[config.mk]
export PLATFORM = sky130hd
export DESIGN_NAME = cssac_top
export DESIGN_NICKNAME = d
export VERILOG_FILES = /design/src/cssac_top.v /design/src/cssac_sync.v
export VERILOG_INCLUDE_DIRS = /design/src
export SDC_FILE = /design/constraint.sdc
export NUM_CORES = 1
export LEC_CHECK = 0
export BUFFER_PORTS_ARGS = -buffer_cell sky130_fd_sc_hd__clkbuf_2
export CORE_ASPECT_RATIO = 0.9
export CORE_MARGIN = 3
export CORE_UTILIZATION = 59
export DETAILED_ROUTE_END_ITERATION = 8
export GPL_TIMING_DRIVEN = 1
export PLACE_DENSITY = 0.9
export RECOVER_POWER = 50
export SYNTH_ARGS = -nofsm -noshare
export SYNTH_HDL_FRONTEND = slang
export SYNTH_SLANG_ARGS = --single-unit
[constraint.sdc]
create_clock -name clock -period 3.52 [get_ports clock]
set_clock_uncertainty 0.05 [all_clocks]
set_input_delay 0.176 -clock clock [delete_from_list [all_inputs] [get_ports clock]]
set_output_delay 0.176 -clock clock [all_outputs]
set_load 0.02 [all_outputs]
[src/cssac_defines.vh]
// Purpose: constants for the card supply activation control block
// Assumes: 10 MHz clock, 32768 Hz timer tick, byte-wide register port
// Notes:   offsets are byte addresses on the plain register port
// How it works
// - nonzero supply_select write starts activation
// - card event or stable loss deactivates
// - lines shut down before supply removed
// - core fault clears flag and select
// - ready_start set: activate when stable
// - ready_start clear: deactivate on timer expiry
// - read-only supply_stable status bit
// - chip_power_off bit requests chip power-off
// - power restored by switch or bus power
// - bus power present defers core shutdown
// - timer starts on nonzero select write
// - stable must hold at interval end
// - unstable at end: flag, deactivate, clear
// - timer register resets to 0x0F
// - interval is field times 32768Hz period
// - field zero disables timeout entirely
`ifndef CSSAC_DEFINES_VH
`define CSSAC_DEFINES_VH
`define CSSAC_ADDR_CTL      16'hfe03
`define CSSAC_ADDR_TMR      16'hfe04
`define CSSAC_ADDR_IRQ      16'hfe08
`define CSSAC_ADDR_MASK     16'hfe09
`define CSSAC_CTL_SEL_HI    7
`define CSSAC_CTL_SEL_LO    6
`define CSSAC_CTL_FAULT     5
`define CSSAC_CTL_READY_START     4
`define CSSAC_CTL_STABLE    3
`define CSSAC_CTL_PWROFF    0
`define CSSAC_TMR_RESET     8'h0f
`define CSSAC_IRQ_CARD      0
`define CSSAC_IRQ_TIMER     1
`define CSSAC_IRQ_FAULT     2
`define CSSAC_IRQ_ACTIVE    3
`define CSSAC_CLK_HZ        10000000
`define CSSAC_TICK_HZ       32768
`define CSSAC_TICK_DIV      (`CSSAC_CLK_HZ / `CSSAC_TICK_HZ)
`define CSSAC_STEP_CYCLES   4
`endif

[src/cssac_top.v]
// Purpose: card supply activation and deactivation sequencer with chip power-off
// Assumes: pins are asynchronous; register port on this clock; 10 MHz clock
// Notes:   a sequence step is a fixed number of clocks; the timer counts a
//          divided 32768 Hz enable, so the interval is coarse by one tick
//
// Implementation choice: the strobed register port.
`timescale 1ns/10ps
`include "cssac_defines.vh"
module cssac_top #(
  parameter TICK_DIV   = `CSSAC_TICK_DIV,
  parameter STEP_CYCLES = `CSSAC_STEP_CYCLES
) (
  input  wire        clock,
  input  wire        reset_n,
  input  wire [15:0] regAddr,
  input  wire [7:0]  regWrData,
  input  wire        regWrite,
  input  wire        regRead,
  output reg  [7:0]  regRdData,
  input  wire        supplyStablePin,
  input  wire        cardEventPin,
  input  wire        coreFaultPin,
  input  wire        onOffSwitchPin,
  input  wire        busPowerPin,
  output reg  [1:0]  supplyLevel,
  output reg         cardResetOut,
  output reg         cardClockEn,
  output reg         cardIoEn,
  output reg         coreSupplyEn,
  output wire        irq
);
  localparam ST_OFF     = 3'd0;
  localparam ST_POWERUP = 3'd1;
  localparam ST_CLOCK   = 3'd2;
  localparam ST_ACTIVE  = 3'd3;
  localparam ST_DN_RST  = 3'd4;
  localparam ST_DN_CLK  = 3'd5;
  localparam ST_DN_IO   = 3'd6;
  localparam ST_DN_VCC  = 3'd7;

  // reset release
  reg rstA_ff;
  reg rstB_ff;
  wire rstN = rstB_ff;
  always @(posedge clock or negedge reset_n) begin
    if (!reset_n) begin
      rstA_ff <= 1'b0;
      rstB_ff <= 1'b0;
    end else begin
      rstA_ff <= 1'b1;
      rstB_ff <= rstA_ff;
    end
  end

  wire [4:0] pinSync;
  cssac_sync #(
    .WIDTH (5)
  ) u_sync (
    .clock   (clock),
    .rstN    (rstN),
    .asyncIn ({busPowerPin, onOffSwitchPin, coreFaultPin, cardEventPin, supplyStablePin}),
    .syncOut (pinSync)
  );
  wire stableSync = pinSync[0];
  wire cardEvtSync = pinSync[1];
  wire faultSync = pinSync[2];
  wire switchSync = pinSync[3];
  wire busPwrSync = pinSync[4];

  reg        cardEvtDly_ff;
  reg        faultDly_ff;
  reg  [1:0] select_ff;
  reg        faultFlag_ff;
  reg        readyStart_ff;
  reg        powerOff_ff;
  reg  [7:0] timerReg_ff;
  reg  [3:0] status_ff;
  reg  [3:0] mask_ff;
  reg  [2:0] state_ff;
  reg  [3:0] ticks_ff;
  reg        timerRun_ff;
  reg [15:0] divCnt_ff;
  reg [15:0] stepCnt_ff;
  reg        stableSeen_ff;

  wire cardEvtPulse = cardEvtSync & ~cardEvtDly_ff;
  wire faultPulse = faultSync & ~faultDly_ff;
  wire ctlWrite = regWrite && (regAddr == `CSSAC_ADDR_CTL);
  wire [1:0] wrSel = regWrData[`CSSAC_CTL_SEL_HI:`CSSAC_CTL_SEL_LO];
  wire startReq = ctlWrite && (wrSel != 2'b00) && (state_ff == ST_OFF);
  wire [3:0] interval = timerReg_ff[3:0];
  wire tick = (divCnt_ff == 16'h0000);
  wire stepDone = (stepCnt_ff == 16'h0000);
  wire running = (state_ff == ST_POWERUP) || (state_ff == ST_CLOCK) || (state_ff == ST_ACTIVE);
  wire timerExpire = timerRun_ff && tick && (ticks_ff == 4'h1);
  wire stableFail = timerExpire && !stableSync;
  wire stableLoss = stableSeen_ff && !stableSync && running;
  wire deact = running && (cardEvtPulse || stableLoss || faultPulse || stableFail
               || (!readyStart_ff && timerExpire)
               || (select_ff == 2'b00));

  // 32768 Hz tick divider
  always @(posedge clock or negedge rstN) begin
    if (!rstN) begin
      divCnt_ff <= 16'h0000;
    end else if (tick) begin
      divCnt_ff <= TICK_DIV[15:0] - 16'h0001;
    end else begin
      divCnt_ff <= divCnt_ff - 16'h0001;
    end
  end

  // stable-supply timer
  always @(posedge clock or negedge rstN) begin
    if (!rstN) begin
      ticks_ff <= 4'h0;
      timerRun_ff <= 1'b0;
    end else if (startReq) begin
      ticks_ff <= interval;
      timerRun_ff <= (interval != 4'h0);
    end else if (deact || timerExpire) begin
      timerRun_ff <= 1'b0;
    end else if (timerRun_ff && tick) begin
      ticks_ff <= ticks_ff - 4'h1;
    end
  end

  // control register and edge history
  always @(posedge clock or negedge rstN) begin
    if (!rstN) begin
      select_ff <= 2'b00;
      faultFlag_ff <= 1'b1;
      readyStart_ff <= 1'b0;
      powerOff_ff <= 1'b0;
      timerReg_ff <= `CSSAC_TMR_RESET;
      cardEvtDly_ff <= 1'b0;
      faultDly_ff <= 1'b0;
    end else begin
      cardEvtDly_ff <= cardEvtSync;
      faultDly_ff <= faultSync;
      if (regWrite && (regAddr == `CSSAC_ADDR_TMR)) begin
        timerReg_ff <= regWrData;
      end
      if (ctlWrite) begin
        select_ff <= wrSel;
        readyStart_ff <= regWrData[`CSSAC_CTL_READY_START];
        powerOff_ff <= regWrData[`CSSAC_CTL_PWROFF];
        faultFlag_ff <= regWrData[`CSSAC_CTL_FAULT] | faultFlag_ff;
      end
      if (faultPulse) begin
        faultFlag_ff <= 1'b0;
        select_ff <= 2'b00;
      end else if (deact || stableFail) begin
        select_ff <= 2'b00;
      end
      if (powerOff_ff && !coreSupplyEn) begin
        powerOff_ff <= 1'b0;
      end
    end
  end

  // activation and deactivation sequencer
  always @(posedge clock or negedge rstN) begin
    if (!rstN) begin
      state_ff <= ST_OFF;
      stepCnt_ff <= 16'h0000;
      stableSeen_ff <= 1'b0;
      supplyLevel <= 2'b00;
      cardResetOut <= 1'b0;
      cardClockEn <= 1'b0;
      cardIoEn <= 1'b0;
    end else begin
      if (!stepDone) begin
        stepCnt_ff <= stepCnt_ff - 16'h0001;
      end
      if (deact) begin
        state_ff <= ST_DN_RST;
        stableSeen_ff <= 1'b0;
        cardResetOut <= 1'b0;
        stepCnt_ff <= STEP_CYCLES[15:0];
      end else begin
        case (state_ff)
          ST_OFF: begin
            if (startReq) begin
              supplyLevel <= wrSel;
              state_ff <= ST_POWERUP;
            end
          end
          ST_POWERUP: begin
            // ready_start lets a settled supply proceed before the timer ends
            if (stableSync && (readyStart_ff || timerExpire)) begin
              state_ff <= ST_CLOCK;
              stableSeen_ff <= 1'b1;
              cardIoEn <= 1'b1;
              cardClockEn <= 1'b1;
              stepCnt_ff <= STEP_CYCLES[15:0];
            end
          end
          ST_CLOCK: begin
            if (stepDone) begin
              cardResetOut <= 1'b1;
              state_ff <= ST_ACTIVE;
            end
          end
          ST_ACTIVE: begin
            state_ff <= ST_ACTIVE;
          end
          ST_DN_RST: begin
            if (stepDone) begin
              cardClockEn <= 1'b0;
              state_ff <= ST_DN_CLK;
              stepCnt_ff <= STEP_CYCLES[15:0];
            end
          end
          ST_DN_CLK: begin
            if (stepDone) begin
              cardIoEn <= 1'b0;
              state_ff <= ST_DN_IO;
              stepCnt_ff <= STEP_CYCLES[15:0];
            end
          end
          ST_DN_IO: begin
            if (stepDone) begin
              supplyLevel <= 2'b00;
              state_ff <= ST_DN_VCC;
            end
          end
          default: begin
            state_ff <= ST_OFF;
          end
        endcase
      end
    end
  end

  // chip power-off: defer while bus power is present
  always @(posedge clock or negedge rstN) begin
    if (!rstN) begin
      coreSupplyEn <= 1'b1;
    end else if (!coreSupplyEn) begin
      if (switchSync || busPwrSync) begin
        coreSupplyEn <= 1'b1;
      end
    end else if (powerOff_ff && !busPwrSync) begin
      coreSupplyEn <= 1'b0;
    end
  end

  // sticky event status, write one to clear, set wins
  // a supply that is not stable at the interval end is also reported as a card event
  wire [3:0] events = {deact, faultPulse, stableFail, cardEvtPulse | stableFail};
  wire statusWrite = regWrite && (regAddr == `CSSAC_ADDR_IRQ);
  always @(posedge clock or negedge rstN) begin
    if (!rstN) begin
      status_ff <= 4'h0;
      mask_ff <= 4'h0;
    end else begin
      status_ff <= (status_ff & ~(statusWrite ? regWrData[3:0] : 4'h0)) | events;
      if (regWrite && (regAddr == `CSSAC_ADDR_MASK)) begin
        mask_ff <= regWrData[3:0];
      end
    end
  end
  assign irq = |(status_ff & mask_ff);

  // read port, data one cycle after the strobe
  reg [7:0] rdMux;
  always @* begin
    rdMux = 8'h00;
    case (regAddr)
      `CSSAC_ADDR_CTL: rdMux = {select_ff, faultFlag_ff, readyStart_ff,
                                stableSync, 2'b00, powerOff_ff};
      `CSSAC_ADDR_TMR: rdMux = timerReg_ff;
      `CSSAC_ADDR_IRQ: rdMux = {4'h0, status_ff};
      `CSSAC_ADDR_MASK: rdMux = {4'h0, mask_ff};
      default: rdMux = 8'h00;
    endcase
  end
  always @(posedge clock or negedge rstN) begin
    if (!rstN) begin
      regRdData <= 8'h00;
    end else if (regRead) begin
      regRdData <= rdMux;
    end else begin
      regRdData <= 8'h00;
    end
  end
endmodule

[src/cssac_sync.v]
// Purpose: two flip-flop synchroniser for a bundle of pin levels
// Assumes: inputs are asynchronous levels
// Notes:   first stage is read only by the second stage
`timescale 1ns/10ps
module cssac_sync #(
  parameter WIDTH = 1
) (
  input  wire             clock,
  input  wire             rstN,
  input  wire [WIDTH-1:0] asyncIn,
  output wire [WIDTH-1:0] syncOut
);
  reg [WIDTH-1:0] stage1_ff;
  reg [WIDTH-1:0] stage2_ff;

  always @(posedge clock or negedge rstN) begin
    if (!rstN) begin
      stage1_ff <= {WIDTH{1'b0}};
      stage2_ff <= {WIDTH{1'b0}};
    end else begin
      stage1_ff <= asyncIn;
      stage2_ff <= stage1_ff;
    end
  end

  assign syncOut = stage2_ff;
endmodule

==> results of run 1 <==
==> per-stage QoR <==
stage / instances / cell area [sq um] / utilization (%) / setup slack (ns) / power (mW)
2_1_floorplan: 421 / 4467 / - / 0.7880 / 1.678
3_3_place_gp: 547 / 4756 / 66.20 / 1.141 / 1.784
3_5_place_dp: 547 / 4756 / 66.20 / 1.008 / 1.820
4_1_cts: 571 / 5047 / 70.25 / 0.9513 / 2.558
5_1_grt: 571 / 5022 / 69.91 / 0.7688 / 2.690
6_report: 571 / 5022 / 69.91 / 0.9256 / 2.557
==> sequential cells by signal (all words and copies together) (netlist names), 2 cells and up <==
signal	flops
divCnt_ff	16
stepCnt_ff	16
regRdData	8
timerReg_ff	8
u_sync.stage1_ff	5
u_sync.syncOut	5
mask_ff	4
status_ff	4
ticks_ff	4
state_ff	3
select_ff	2
supplyLevel	2
==> power by group <==
part / leakage, nW / total [mW] / switching (mW) / internal (mW)
Sequential: 1.14 / 1.32 / 0.169 / 1.15
Clock: 0.101 / 0.733 / 0.377 / 0.356
Combinational: 1.01 / 0.507 / 0.287 / 0.220
Total: 2.25 / 2.56 / 0.834 / 1.72
==> synth_stat cells (3+ instances only) <==
cell type	count	area (sq um)
a21o_1	6	45.04
a21oi_1	16	80.08
a222oi_1	4	40.04
a22oi_1	7	52.55
a31oi_1	4	25.02
a41oi_1	3	26.28
and2_1	6	37.54
buf_2	5	25.02
buf_4	3	22.52
clkbuf_1	7	26.28
dfrtp_1	84	2102
dfstp_2	6	157.7
ha_1	7	87.58
inv_1	10	37.54
mux2_2	5	56.30
mux2_4	8	120.1
nand2_1	32	120.1
nand2b_1	3	18.77
nand3_1	21	105.1
nand3b_1	4	30.03
nand4_1	6	37.54
nand4b_1	4	35.03
nor2_1	47	176.4
nor2b_1	11	68.82
nor3_1	8	40.04
nor3b_1	3	22.52
nor4_1	8	50.05
nor4_2	3	37.54
o21ai_0	9	45.04
o22ai_1	3	18.77
o31ai_1	3	22.52
or3_1	3	18.77
xnor2_1	6	52.55
xor2_1	20	175.2
==> layout make-up <==
| class | count | area (sq um) | area share, % |
|---|---|---|---|
| Sequential cell | 90 | 2261 | 45.02 |
| Inverter | 11 | 41.29 | 0.8221 |
| Timing Repair Buffer | 56 | 300.3 | 5.979 |
| Clock inverter | 6 | 73.82 | 1.470 |
| Tap cell | 93 | 116.4 | 2.317 |
| Clock buffer | 10 | 137.6 | 2.740 |
| Multi-Input combinational cell | 305 | 2092 | 41.65 |
==> metal layers <==
layer  wire length (microns)  vias to the layer above
li1                        -                     1625
met1                    4216                     1690
met2                    5012                      157
met3                     603                       28
met4                     253                        0
met5                       0                        -
==> path summary, 6_finish.rpt <==
path / start / to / slack, ns / cells after the start
worst max-delay path: divCnt_ff[2]$_DFF_PN0_ / stepCnt_ff[9]$_DFF_PN0_ / 0.93 / 5
worst min-delay path: regWrData[2] / timerReg_ff[2]$_DFFE_PN1P_ / 0.03 / 2
worst max register to register: divCnt_ff[2]$_DFF_PN0_ / stepCnt_ff[9]$_DFF_PN0_ / 0.93 / 5
worst min register to register: u_sync.stage1_ff[1]$_DFF_PN0_ / u_sync.syncOut[1]$_DFF_PN0_ / 0.30 / 0
max in group asynchronous: rstB_ff$_DFF_PN0_ / divCnt_ff[4]$_DFF_PN0_ / 1.61 / 0
min in group asynchronous: reset_n / rstA_ff$_DFF_PN0_ / 0.08 / 2
==> kinds of logic after synthesis <==
| group | after synthesis |
|---|---|
| xor+xnor | 26 |
| other cells | 1 |
| flops | 90 |
| mux | 15 |
| simple gates | 183 |
| fa+ha+maj | 7 |
| buf+inv | 26 |
| compound gates | 73 |
==> what timing repair did <==
item	in CTS	in global routing
hold buffers	8	0
endpoints found under the hold margin	9	0
setup endpoints to repair	0	0
==> critical path, stage by stage (launching register included) <==
cell      delay, ns
dfrtp_1        0.44
nor4_2         0.56
and4_1         0.52
a21boi_1       0.17
o311ai_4       0.61
nor2_1         0.11
==> flow_metrics.tcl, run 1 <==
set metrics [dict create \
    outcome "finished, violations left" \
    violations "max-capacitance violations, max-slew violations" \
    final_max_slew_viol_count 89 \
    die_h_microns 88.55 \
    slew_headroom_pct -21.65 \
    nets 513 \
    synth_fa_ha_area_share_pct 1.961 \
    post_route_cells_drive_above_1_share_pct 18.83 \
    start_kind "register" \
    timing.fmax_ghz 0.3854 \
    ys.flop_type "dfrtp_1" \
    clk_pin_slew_ns 0.09 \
    timing.hold.ws_ns 0.03079 \
    end_kind "register" \
    cts_tree "yes" \
    clk_path_buf_depth 2 \
    hold_path_class "input port to register" \
    drv_cap 1 \
    period_needed_ns 2.594 \
    leakagePower_nw 2.250 \
    routed_wl_microns 10090 \
    hold_viol 0 \
    fillers 489 \
    antenna_found_initial 0 \
    seq_area_frac_synth_pct 50.59 \
    overflow 0 \
    synth_xor_area_share_pct 5.098 \
    setup-tns-final_ns 0 \
    clock_latency_ns 0.36 \
    synth_edf_count 0 \
    place_hpwl_microns 6929 \
    met2_usage_pct 39.14 \
    grt_start_max_net_pins 89 \
    syn_nets 461 \
    grt_pass1_vias 3510 \
    ys_seq_elements 90 \
    drc 0 \
    synth-compound-area-share_pct 12.13 \
    rsz0062_at_grt "no" \
    syn_area_per_cell_sq_um 10.61 \
    cts_buffers 9 \
    n_antenna_cell 0 \
    grt_util_met3_pct 5.910 \
    rows 29 \
    portBuffers 47 \
    cts_resized 0 \
    worstPathMaxFanout 14 \
    gp_congestion 0.9235 \
    die_w_microns 97.72 \
    cts_root_buffer "clkbuf_8" \
    top_usage_layer "met2" \
    cp_data_required_time_ns 3.69 \
    final_cell_mix "83 x dfrtp_1, 47 x nor2_1, 32 x nand2_1, 32 x clkbuf_2, 21 x nand3_1" \
    vias_per_cell 6.130 \
    initial_core_util_pct 62.17 \
    h-tree-depth 3 \
    design.die.area_sq_um 8652 \
    area_delta_synth_final_pct 12.44 \
    worst_pin_slew_ns 1.825 \
    track_usage_pct 23.92 \
    synthMuxAreaShare_pct 4.426 \
    criticalPathCategory "register to register" \
    worstPathArrival_ns 2.76 \
    clkSinkCount 90 \
    syn-cell-area_sq_um 4467 \
    synth-simple-area-share_pct 23.14 \
    firstDrtPassIters 6 \
    vias 3500 \
    netlist_instances 421 \
    power_density_nw_per_um2 509.2 \
    met1_usage_pct 30.23 \
    io_pins 48 \
    cts_setup_buffers 0 \
    core_sq_um 7184 \
    final_common_cell "dfrtp_1" \
    finalSetupViolCount 0 \
    avgRoutedWirePerCell_microns 17.66 \
    postRouteAntennaNets 0 \
    period_share_pct 73.70 \
    yosysWarnings 0 \
    synth_top_family_by_area "simple AND/OR/NAND/NOR gates" \
    async_reset_ff_share_pct 100.0 \
    first_iter_violations 273 \
    ir_worst_vdd_v 0.0003337 \
    grt_first_pass_wirelength_microns 16360 \
    synth_cell_types 72 \
]
(Power assumes the default switching activity.)
==> inputs of run 2 (changes only) <==
- clock period: 3.52 -> 2.45 ns (I/O delays scaled with it)
==> run 2 against run 1 <==
Against the previous run:
- the flow still finishes with violations (max-capacitance violations, max-slew violations)
- clock-buffer cell count unchanged
- utilization increased by 2.1 points
- register-to-register slack got worse by 0.74 ns
- highest routed layer unchanged
- critical endpoint is now stepCnt_ff[2]$_DFF_PN0_
==> flow_metrics.tcl, run 2 (synthesis results as in run 1) <==
set metrics [dict create \
    initial_core_util_pct 62.17 \
    drc 0 \
    hold_path_class "input port to async pin" \
    grt_start_max_net_pins 48 \
    final_cell_mix "84 x dfrtp_1, 47 x nor2_1, 33 x clkbuf_2, 32 x nand2_1, 21 x nand3_1" \
    overflow 0 \
    cts_setup_buffers 0 \
    cp_data_required_time_ns 2.64 \
    clk_path_buf_depth 2 \
    timing.rr.end "stepCnt_ff[2]$_DFF_PN0_" \
    crit_path_start "stepCnt_ff[0]$_DFF_PN0_" \
    post_route_cells_drive_above_1_share_pct 20.77 \
    cts_tree "yes" \
    timing.hold.ws_ns 0.02445 \
    criticalPathCategory "register to register" \
    top_usage_layer "met2" \
    cts_buffers 9 \
    crit_buf_inv 1 \
    io_pins 48 \
    power_density_nw_per_um2 715.4 \
    core_sq_um 7184 \
    timing.fmax_ghz 0.4407 \
    rows 29 \
    final_max_slew_viol_count 42 \
    grt_util_met3_pct 6.541 \
    start_kind "register" \
    nets 531 \
    worst_pin_slew_ns 1.659 \
    path_delay_family "simple AND/OR/NAND/NOR gates" \
    antenna_found_initial 0 \
    reg.largest.list "divCnt_ff x16, stepCnt_ff x16" \
    n_antenna_cell 0 \
    grt_first_pass_wirelength_microns 17440 \
    worstPathMaxFanout 7 \
    postRouteAntennaNets 0 \
    die_w_microns 97.72 \
    fillers 457 \
    h-tree-depth 3 \
    drv_cap 1 \
    worstPathArrival_ns 2.46 \
    met1_usage_pct 32.39 \
    design.die.area_sq_um 8652 \
    clkSinkCount 90 \
    avgRoutedWirePerCell_microns 17.98 \
    leakagePower_nw 2.341 \
    track_usage_pct 25.57 \
    met2_usage_pct 43.12 \
    die_h_microns 88.55 \
    multi_input_area_sq_um 2093 \
    vias 3665 \
    regArea_sq_um 2260 \
    vias_per_cell 6.222 \
    crit_end "stepCnt_ff[2]$_DFF_PN0_" \
    gp_congestion 0.9060 \
    worst-path-stages 7 \
    hold_viol 0 \
    area_delta_synth_final_pct 15.83 \
    critPathSlowestCell "dfrtp_1" \
    crit-reg2reg-launch "stepCnt_ff[0]$_DFF_PN0_" \
    r2r_setup_slack_ns 0.18 \
    finalSetupViolCount 0 \
    violations "max-capacitance violations, max-slew violations" \
    routed_wl_microns 10590 \
    rsz0062_at_grt "no" \
    final_common_cell "dfrtp_1" \
    period_needed_ns 2.269 \
    first_iter_violations 271 \
    clk_pin_slew_ns 0.09 \
    slew_headroom_pct -10.58 \
    ir_worst_vdd_v 0.0004933 \
    grt_pass1_vias 3649 \
    setup-tns-final_ns 0 \
    outcome "finished, violations left" \
    reg2reg_depth 7 \
    place_hpwl_microns 7452 \
    clock_latency_ns 0.37 \
    period_share_pct 92.62 \
    firstDrtPassIters 5 \
    portBuffers 47 \
    crit_chain "inv_1 > ha_1 > nor4b_1 > and4_2 > mux2_2 > o21ai_0 > nand3_1" \
    cts_root_buffer "clkbuf_8" \
    slowest_delay_ns 0.40 \
    end_kind "register" \
]
-- run 2: final cells by class --
cell class	instances	share of cell area, %
Clock inverter	6	1.306
Inverter	11	0.7981
Sequential cell	90	43.68
Multi-Input combinational cell	305	40.46
Timing Repair Buffer	74	9.045
Clock buffer	10	2.467
Tap cell	93	2.249
-- run 2: how the worst min path moves through the flow --
stage | startpoint | endpoint | slack [ns] | cells past startpoint
after floorplan | reset_n | rstA_ff$_DFF_PN0_ | -0.22 | 0
after global placement | reset_n | rstA_ff$_DFF_PN0_ | -0.14 | 1
after detailed placement | reset_n | rstA_ff$_DFF_PN0_ | -0.14 | 1
after CTS | regWrData[0] | timerReg_ff[0]$_DFFE_PN1P_ | 0.002 | 2
after global routing | reset_n | rstA_ff$_DFF_PN0_ | 0.02 | 2
final | reset_n | rstA_ff$_DFF_PN0_ | 0.02 | 2
-- run 2: report_power, final --
part	switching [mW]	internal, mW	total, mW
combinational	0.490	0.363	0.853
clock	0.533	0.473	1.01
sequential	0.193	1.65	1.84
total	1.22	2.49	3.70
-- run 2: timing repair --
item | 4_1_cts | 5_1_grt
resized for setup | 0 | 1
setup endpoints to repair | 0 | 1
endpoints found under the hold margin | 23 | 0
hold buffers | 14 | 0
-- run 2: layer usage --
layer | wire length [microns] | share of wire (%) | up-vias
met5 | 0 | 0 | -
li1 | - | - | 1663
met4 | 243 | 2.3 | 0
met2 | 5366 | 51 | 183
met1 | 4145 | 39 | 1785
met3 | 838 | 7.9 | 34
-- run 2: metrics by stage --
stage	power (mW)	worst slack, ns	instance area (sq um)	std cells	util (%)
2_1_floorplan	2.410	0.4830	4468	421	-
3_3_place_gp	2.621	0.3633	4858	559	67.62
3_5_place_dp	2.674	0.2032	4858	559	67.62
4_1_cts	3.690	0.1768	5194	589	72.29
5_1_grt	3.877	0.06619	5174	589	72.01
6_report	3.702	0.1808	5174	589	72.01
